[config.mk]
export PLATFORM = sky130hd
export DESIGN_NAME = ssoe_top
export DESIGN_NICKNAME = d
export VERILOG_FILES = /design/src/include/ssoe_pkg.sv /design/src/verilog/ssoe_buf2.sv /design/src/verilog/ssoe_top.sv
export SDC_FILE = /design/constraint.sdc
export NUM_CORES = 1
export LEC_CHECK = 0
export BUFFER_PORTS_ARGS = -buffer_cell sky130_fd_sc_hd__buf_2
export CORE_MARGIN = 2
export CORE_UTILIZATION = 45
export DETAILED_ROUTE_END_ITERATION = 16
export GPL_TIMING_DRIVEN = 0
export SETUP_SLACK_MARGIN = 0.5
export SYNTH_ARGS = -nofsm -noshare
export SYNTH_HDL_FRONTEND = slang
export SYNTH_SLANG_ARGS = --single-unit
[constraint.sdc]
create_clock -name CLK_SYS_IN -period 3.5 [get_ports CLK_SYS_IN]
set_clock_uncertainty 0.15 [all_clocks]
set_input_delay 0.35 -clock CLK_SYS_IN [delete_from_list [all_inputs] [get_ports CLK_SYS_IN]]
set_output_delay 0.35 -clock CLK_SYS_IN [all_outputs]
set_load 0.005 [all_outputs]
[src/include/ssoe_pkg.sv]
package ssoe_pkg;

  // ==========================================================================
  // Timing
  // ==========================================================================
  localparam int SYS_CLK_MHZ     = 125;
  localparam int BIT_TIME_NS     = 1000;
  localparam int CYC_PER_BIT     = (BIT_TIME_NS * SYS_CLK_MHZ) / 1000;
  localparam int HALF_BIT_CYC    = CYC_PER_BIT / 2;
  localparam int BITS_PER_BYTE   = 8;

  localparam logic [6:0] HALF_BIT_LAST = 7'(HALF_BIT_CYC - 1);
  localparam logic [6:0] BIT_END_CYC   = 7'(CYC_PER_BIT - 1);
  localparam logic [3:0] BIT_LAST      = 4'(BITS_PER_BYTE - 1);

  // ==========================================================================
  // Reset values
  // ==========================================================================
  localparam logic       SHIFT_CLK_IDLE = 1'b1;
  localparam logic       DATA_IDLE      = 1'b1;
  localparam logic [7:0] BYTE_RST       = 8'h00;

  // ==========================================================================
  // Types
  // ==========================================================================
  typedef struct packed {
    logic [7:0] data;
  } ssoe_word_t;

  typedef enum logic [1:0] {
    ST_IDLE,
    ST_LOW,
    ST_HIGH
  } ssoe_state_t;

endpackage

[src/verilog/ssoe_buf2.sv]
`timescale 1ns/100ps
module ssoe_buf2
  import ssoe_pkg::*;
(
  input  wire logic            clk_in,
  input  wire logic            rst_in,
  input  wire logic            in_valid_in,
  input  ssoe_pkg::ssoe_word_t in_data_in,
  output logic                 in_ready_out,
  output logic                 out_valid_out,
  output ssoe_pkg::ssoe_word_t out_data_out,
  input  wire logic            out_ready_in
);
  // ==========================================================================
  // Two-entry buffer
  // ==========================================================================
  ssoe_word_t mem [2];
  logic       wr_ptr;
  logic       rd_ptr;
  logic [1:0] count;
  logic       next_wr_ptr;
  logic       next_rd_ptr;
  logic [1:0] next_count;
  logic       push;
  logic       pop;

  always_comb
  begin
    push        = in_valid_in && (count != 2'd2);
    pop         = out_ready_in && (count != 2'd0);
    next_wr_ptr = push ? ~wr_ptr : wr_ptr;
    next_rd_ptr = pop ? ~rd_ptr : rd_ptr;
    next_count  = count;
    if (push && !pop)
    begin
      next_count = count + 2'd1;
    end
    else if (pop && !push)
    begin
      next_count = count - 2'd1;
    end
  end

  always_ff @(posedge clk_in or posedge rst_in)
  begin
    if (rst_in)
    begin
      wr_ptr <= 1'b0;
      rd_ptr <= 1'b0;
      count  <= 2'd0;
    end
    else
    begin
      wr_ptr <= next_wr_ptr;
      rd_ptr <= next_rd_ptr;
      count  <= next_count;
    end
  end

  always_ff @(posedge clk_in)
  begin
    if (push)
    begin
      mem[wr_ptr] <= in_data_in;
    end
  end

  assign in_ready_out  = (count != 2'd2);
  assign out_valid_out = (count != 2'd0);
  assign out_data_out  = mem[rd_ptr];
endmodule

[src/verilog/ssoe_top.sv]
// How it works
// - A byte written into the transmit buffer starts a serial send of that byte on the data pin.
// - Every byte send drives exactly eight pulses on the shift clock pin, one per bit.
// - Each bit takes one microsecond, so a byte takes eight microseconds.
// - Out of reset the port is already in shift-register mode and needs no setup.
`timescale 1ns/100ps
module ssoe_top
  import ssoe_pkg::*;
(
  input  wire logic       CLK_SYS_IN,
  input  wire logic       SYS_RST_IN,
  input  wire logic       WR_STROBE_IN,
  input  wire logic [7:0] WR_DATA_IN,
  output logic            WR_READY_OUT,
  output logic            BUSY_OUT,
  output logic            SER_DATA_OUT,
  output logic            SER_DATA_OE_OUT,
  output logic            SHIFT_CLK_OUT
);
  // ==========================================================================
  // Transmit buffer
  // ==========================================================================
  ssoe_word_t in_word;
  ssoe_word_t head_word;
  logic       buf_in_ready;
  logic       head_valid;
  logic       take;

  assign in_word.data = WR_DATA_IN;

  // A write while the buffer is full is not taken; software must watch ready
  ssoe_buf2 u_buf (
    .clk_in        (CLK_SYS_IN),
    .rst_in        (SYS_RST_IN),
    .in_valid_in   (WR_STROBE_IN),
    .in_data_in    (in_word),
    .in_ready_out  (buf_in_ready),
    .out_valid_out (head_valid),
    .out_data_out  (head_word),
    .out_ready_in  (take)
  );

  // ==========================================================================
  // Shifter
  // ==========================================================================
  ssoe_state_t state;
  ssoe_state_t next_state;
  logic [3:0]  bit_cnt;
  logic [3:0]  next_bit_cnt;
  logic [7:0]  shreg;
  logic [7:0]  next_shreg;
  logic        ser_data;
  logic        next_ser_data;
  logic        ser_oe;
  logic        next_ser_oe;
  logic        sck;
  logic        next_sck;

  // ==========================================================================
  // Bit-rate divider
  // ==========================================================================
  // One count spans a whole bit; the low half takes the rounded-down share
  // of the odd cycle count, so a bit still lasts exactly one microsecond
  logic [6:0]  div_cnt;
  logic [6:0]  next_div_cnt;
  logic        rise_en;
  logic        fall_en;

  // One-cycle enables: rise ends the low half, fall ends the whole bit
  assign rise_en = (state == ST_LOW) && (div_cnt == HALF_BIT_LAST);
  assign fall_en = (state == ST_HIGH) && (div_cnt == BIT_END_CYC);

  always_comb
  begin
    next_div_cnt = div_cnt + 7'h01;
    // Held at zero while idle so every byte starts on a fresh bit
    if ((state == ST_IDLE) || fall_en)
    begin
      next_div_cnt = '0;
    end
  end

  always_ff @(posedge CLK_SYS_IN or posedge SYS_RST_IN)
  begin
    if (SYS_RST_IN)
    begin
      div_cnt <= '0;
    end
    else
    begin
      div_cnt <= next_div_cnt;
    end
  end

  // ==========================================================================
  // Shift sequencer
  // ==========================================================================
  always_comb
  begin
    next_state    = state;
    next_bit_cnt  = bit_cnt;
    next_shreg    = shreg;
    next_ser_data = ser_data;
    next_ser_oe   = ser_oe;
    next_sck      = sck;
    take          = 1'b0;
    case (state)
      ST_IDLE:
      begin
        next_sck = SHIFT_CLK_IDLE;
        // Bit 0 leaves with the first falling edge, the rest wait in shreg
        if (head_valid)
        begin
          take          = 1'b1;
          next_shreg    = {1'b0, head_word.data[7:1]};
          next_ser_data = head_word.data[0];
          next_ser_oe   = 1'b1;
          next_sck      = 1'b0;
          next_bit_cnt  = '0;
          next_state    = ST_LOW;
        end
      end
      ST_LOW:
      begin
        if (rise_en)
        begin
          next_sck   = 1'b1;
          next_state = ST_HIGH;
        end
      end
      ST_HIGH:
      begin
        if (fall_en)
        begin
          // After the last high half the clock stays parked high
          if (bit_cnt == BIT_LAST)
          begin
            next_ser_data = DATA_IDLE;
            next_ser_oe   = 1'b0;
            next_state    = ST_IDLE;
          end
          else
          begin
            next_bit_cnt  = bit_cnt + 4'h1;
            next_ser_data = shreg[0];
            next_shreg    = {1'b0, shreg[7:1]};
            next_sck      = 1'b0;
            next_state    = ST_LOW;
          end
        end
      end
      default:
      begin
        next_state = ST_IDLE;
      end
    endcase
  end

  always_ff @(posedge CLK_SYS_IN or posedge SYS_RST_IN)
  begin
    if (SYS_RST_IN)
    begin
      state    <= ST_IDLE;
      bit_cnt  <= '0;
      shreg    <= BYTE_RST;
      ser_data <= DATA_IDLE;
      ser_oe   <= 1'b0;
      sck      <= SHIFT_CLK_IDLE;
    end
    else
    begin
      state    <= next_state;
      bit_cnt  <= next_bit_cnt;
      shreg    <= next_shreg;
      ser_data <= next_ser_data;
      ser_oe   <= next_ser_oe;
      sck      <= next_sck;
    end
  end

  // ==========================================================================
  // Status
  // ==========================================================================
  logic        wr_ready;
  logic        next_wr_ready;
  logic        busy;
  logic        next_busy;

  always_comb
  begin
    // Ready trails the buffer by one cycle; a writer near full must space strobes
    next_wr_ready = buf_in_ready;
    next_busy     = head_valid || (next_state != ST_IDLE);
  end

  always_ff @(posedge CLK_SYS_IN or posedge SYS_RST_IN)
  begin
    if (SYS_RST_IN)
    begin
      wr_ready <= 1'b0;
      busy     <= 1'b0;
    end
    else
    begin
      wr_ready <= next_wr_ready;
      busy     <= next_busy;
    end
  end

  // ==========================================================================
  // Outputs
  // ==========================================================================
  // Every pin comes straight from a register, so the far side sees no glitch
  assign WR_READY_OUT    = wr_ready;
  assign BUSY_OUT        = busy;
  assign SER_DATA_OUT    = ser_data;
  assign SER_DATA_OE_OUT = ser_oe;
  assign SHIFT_CLK_OUT   = sck;
endmodule

### After elaboration in Yosys (flattened, before gate mapping)

Memory sizes are Yosys's and may differ from the RTL's.
Index checks and enable logic that the tools add are counted.

* flip-flop bits (word level): 30
* bits in writable memories: 16
* input port bits: 11
* output and inout port bits: 5
* logic and storage cells: 83
* memories: 1

* add/subtract/negate cells: 4
* eq/ne operators: 11
* muxes and demuxes: 33
* bitwise gates (word level): 2
* reductions and logical operators: 20

Memories
* u_buf.mem: depth 2, bits a word 8, rd ports 1, clocked after memory_dff 0, write ports 1, line ssoe_buf2.sv:17 `ssoe_word_t mem [2];`

Operator list (count)
* $mux 8: 3
* $pmux 8 s2: 1
* $mux 1: 15
* $mux 4: 3
* $reduce_and 4->1: 3
* $mux 2: 5
* $ne 2x2->1 const B: 5
* $pmux 4 s2: 1
* $reduce_bool 2->1: 4
* $add 7x1->7 const B: 1
* $eq 7x6->1 const B: 1
* $eq 7x7->1 const B: 1
* $mux 7: 1
* $logic_and 1x1->1: 6
* $pmux 2 s3: 1
* $add 4x1->4 const B: 1
* $eq 4x3->1 const B: 1
* $pmux 1 s2: 2
* $pmux 1 s3: 1
* $reduce_and 3->1: 1
* $reduce_bool 3->1: 1
* $add 2x1->2 const B: 1
* $eq 2x1->1 const B: 1
* $eq 2x2->1 const B: 1
* 6 further kinds: 9

### Longest topological paths before layout

* depth in word-level cells: 7
* depth in mapped cells: 8
* mapped depth without buffers: 7

### Modules after synthesis

A second synthesis with hierarchy kept.

* cell total of the unflattened synthesis: 172
* area, all modules: 2100.8 sq um

By module, submodules not included
* ssoe_top: instances 1, cells each 128, area each 1310.0 sq um
* ssoe_buf2: instances 1, cells each 44, area each 790.8 sq um

### Least setup slack after synthesis

No wires, ideal clock.

* path kind: register to register
* from: register bit_cnt[0]
* to: register bit_cnt[0]
* library setup time: 0.125 ns
* data arrival time: 1.580 ns
* slack: 1.645 ns
* stages on the path, launching flop included: 6
* path buffers: 0
* cell sequence: dfrtp_1 ha_1 and3b_4 o31ai_4 nand2_4 mux2_4

* cells in the longest elaborated chain, start to end: 4

Ends and longest elaborated chain
* start, declared: line ssoe_top.sv:48 `logic [3:0] bit_cnt;`
* start signal, assigned: line ssoe_top.sv:173 `bit_cnt <= next_bit_cnt;`
* $add 4x1->4: line ssoe_top.sv:144 `next_bit_cnt = bit_cnt + 4'h1;`
* $mux 4: line ssoe_top.sv:136 `if (bit_cnt == BIT_LAST)`
* $mux 4: line ssoe_top.sv:133 `if (fall_en)`
* $pmux 4 s2: line ssoe_top.sv:107 `case (state)`

Several ways; a longest one is shown, not always the timed one. The select of a mux whose other input is x is not followed.
A chain may end at the register's enable or synchronous reset.

### Worst setup path after layout

* from: register bit_cnt[0]
* to: register shreg[1]

* cells in the longest elaborated chain, start to end: 3

Ends and longest elaborated chain
* $eq 4x3->1: line ssoe_top.sv:136
* $ne 2x2->1 (no source line)
* $reduce_and 4->1 (no source line)
* end signal, assigned: line ssoe_top.sv:174 `shreg <= next_shreg;`
* end, declared: line ssoe_top.sv:50 `logic [7:0] shreg;`

No other way between the ends.

==> results.sh <==
export IMPL_pwr_share_comb_pct=12.5
export IMPL_cts_root_buf="clkbuf_8"
export IMPL_reg2reg_to="shreg[1]"
export IMPL_grt_pass1_wl_mm=5.98
export IMPL_die_width_um=73.3
export IMPL_r2r_start="bit_cnt[0]"
export IMPL_grt_max_degree=30
export IMPL_wl_mm=3.48
export IMPL_p_leak_nw=1.07
export IMPL_grt_remaining_overflow=0
export IMPL_initial_utilization_pct=46.3
export IMPL_antenna_found_initial=0
export IMPL_p_clk_share_pct=30.6
export IMPL_post_cts_setup_buffer_count=0
export IMPL_period_share_pct=57.4
export IMPL_hold_viol_final=0
export IMPL_critPathKind="flop to flop"
export IMPL_synth_avg_cell_area_um2=12.6
export IMPL_drc=0
export IMPL_dp_hpwl_mm=2.55
export IMPL_dp_slack_ps=1500
export IMPL_holdPathStages=1
export IMPL_cts_max_path_buffers=2
export IMPL_die_area_um2=5370
export IMPL_sw_frac_of_total_pct=27.4
export IMPL_fin_tns_setup_ps=0
export IMPL_final_setup_worst_slack_ps=1490
export IMPL_rows=25
export IMPL_synth_warning_count=0
export IMPL_hold_class="input pin to flop"
export IMPL_worst_pin_slew_ps=1120
export IMPL_vias=1293
export IMPL_worstHoldEndpoint="u_buf.mem[1][6]"
export IMPL_grt_pass1_vias=1265
export IMPL_drv_slew=0
export IMPL_rrSetupSlack_ps=1490
export IMPL_synthCells=171
export IMPL_cts_sink_count=45
export IMPL_post_cts_resized=0
export IMPL_use_met1_pct=20.8
export IMPL_cts_buffers=5
export IMPL_num_antenna_cells=0
export IMPL_required_ps=3540
export IMPL_arrival_ps=2050
export IMPL_grt_busiest_layer="met2"
export IMPL_end_kind="flop"
export IMPL_clk_latency_ps=300
export IMPL_setup_violations_final=0
export IMPL_hold_buffers=0
export IMPL_slew_headroom_pct=25.5
export IMPL_p_seq_share_pct=56.9
export IMPL_synth_seq_cells=45
export IMPL_wl_per_cell_um=14.0
export IMPL_path_clk_slew_ps=90
export IMPL_met2_usage_pct=22.5
export IMPL_gp_congestion=0.883
export IMPL_core_area_um2=4660
export IMPL_p_int_mw=0.824
export IMPL_die_h_um=73.3
export IMPL_synth_edf_count=16
export IMPL_ant_nets=0
export IMPL_grtUsageTotal_pct=14.8
export IMPL_ir_drop_v=0.000409
export IMPL_worstHoldStart="WR_DATA_IN[6]"
export IMPL_mappedNetlistArea_um2=2160
export IMPL_firstDrtPassIters=4
export IMPL_use_met3_pct=3.43
export IMPL_drt_iter0_drc=62
export IMPL_nets=213
export IMPL_htreeDepth=2
export IMPL_fillers=407
export IMPL_synthArstFlopShare_pct=64.4
export IMPL_via_per_inst=5.21
export IMPL_path_max_fanout=9
export IMPL_rsz0062_at_grt="false"
export IMPL_fmax_mhz=498
export IMPL_cts_tree="done"
export IMPL_synth_net_count=191
export IMPL_drive_gt1_share_pct=24.2
export IMPL_p_switching_mw=0.310
export IMPL_max_cap_violations=0
export IMPL_portBuffers=15
export IMPL_power_mw=1.13
export IMPL_status="completed"
export IMPL_yosysUniqueCellTypes=40
export IMPL_synth_seq_area_share_pct=56.0
export IMPL_io_pins=16
export IMPL_rr_worst_depth=5
export IMPL_powerDensity_nw_per_um2=473
export IMPL_fin_crit_ps=2010
export IMPL_ys_dominant_reg_cell="dfrtp_1"
export IMPL_startpoint_type="flop"
export IMPL_areaGrowthSynthToFinish_pct=11.1
==> layer usage <==
metal | part of all wire, % | wire length [um] | vias up
li1 | - | - | 649
met1 | 50 | 1740 | 619
met2 | 46 | 1590 | 21
met3 | 3.5 | 122 | 4
met4 | 0.92 | 32 | 0
met5 | 0 | 0 | -
==> worst max path at each step <==
stage	from	to	slack, ps	cells past startpoint
after global placement	bit_cnt[0]	shreg[5]	1520	5
after global routing	state[1]	u_buf.count[1]	1400	7
final	bit_cnt[0]	shreg[1]	1490	5
after detailed placement	bit_cnt[0]	shreg[1]	1500	5
after CTS	bit_cnt[0]	shreg[1]	1490	5
after floorplan	bit_cnt[0]	bit_cnt[0]	1640	5
==> synth_stat cells (all sizes together) (5+ instances only) <==
| master | instances | share of area (%) |
|---|---|---|
| inv | 11 | 1.9 |
| dfrtp | 27 | 31 |
| mux2i | 11 | 5.1 |
| nor2 | 13 | 2.4 |
| xnor2 | 6 | 2.4 |
| o21ai | 8 | 1.9 |
| nand3 | 5 | 1.2 |
| edfxtp | 16 | 22 |
| mux2 | 8 | 5.4 |
| nand2 | 14 | 2.8 |
| ha | 9 | 5.2 |
==> critical path, cell delays in order, from the launching register on <==
cell     delay [ps]
dfrtp_1         410
ha_1            240
and3b_4         220
o31ai_4         350
nand2_4         190
mux2_4          330
==> per-stage QoR <==
step	area, um2	std cells	hold slack (ps)	util [%]
after CTS	2400	248	79.1	51.5
after global routing	2400	248	71.0	51.5
after floorplan	2160	171	277	-
after detailed placement	2300	240	327	49.4
after global placement	2300	240	324	49.4
final	2400	248	83.4	51.5
==> power by group through the flow <==
| stage | sequential [mW] | clock, mW | combinational [mW] |
|---|---|---|---|
| after floorplan | 0.651 | 0 | 0.105 |
| after global placement | 0.653 | 0 | 0.138 |
| after detailed placement | 0.656 | 0 | 0.144 |
| after CTS | 0.646 | 0.353 | 0.144 |
| after global routing | 0.651 | 0.378 | 0.162 |
| final | 0.645 | 0.347 | 0.142 |
==> cell usage in the layout (no fill, tap or decap), drive strengths merged <==
master   instances
a2111o           1
a21o             1
a21oi            4
a31oi            4
and2b            1
and3             3
and3b            1
and4             1
buf             16
clkbuf           8
dfrtp           27
dfstp            2
edfxtp          16
ha               9
inv             14
mux2             8
mux2i           11
nand2           14
nand2b           3
nand3            5
nand3b           1
nand4            1
nor2            13
nor3             3
o21ai            8
o2bb2ai          2
o311ai           1
o31a             2
o31ai            2
o41ai            1
or2              1
xnor2            6
xor2             4
==> cell type report <==
class                           count  area [um2]  area share (%)
Multi-Input combinational cell    111         872            36.3
Tap cell                           54        67.6            2.82
Clock buffer                        5        68.8            2.87
Clock inverter                      3        28.8            1.20
Timing Repair Buffer               15        75.1            3.13
Sequential cell                    45        1210            50.4
Inverter                           11        41.3            1.72
Buffer                              4        37.5            1.56
==> logic make-up (layout without fill, tap and decap cells) <==
logic type                 Yosys count  count (layout)  share of synthesized area (%)
DFF                                 45              45                           56.0
and+or+nand+nor                     47              47                           11.8
xor gates and xnor gates            10              10                           4.06
buffers and inverters               15              38                           3.65
AOI/OAI and AO/OA                   26              26                           8.86
adders and majority gates            9               9                           5.21
muxes                               19              19                           10.5
==> registers in the layout, summed over array words and instances (netlist names) <==
register,flops
shreg,7
bit_cnt,4
u_buf.rd_ptr,1
SER_DATA_OE_OUT,1
u_buf.wr_ptr,1
state,2
u_buf.mem,16
u_buf.count,2
WR_READY_OUT,1
SHIFT_CLK_OUT,1
div_cnt,7
BUSY_OUT,1
SER_DATA_OUT,1
Note: power is estimated with default switching activity, not from simulation.
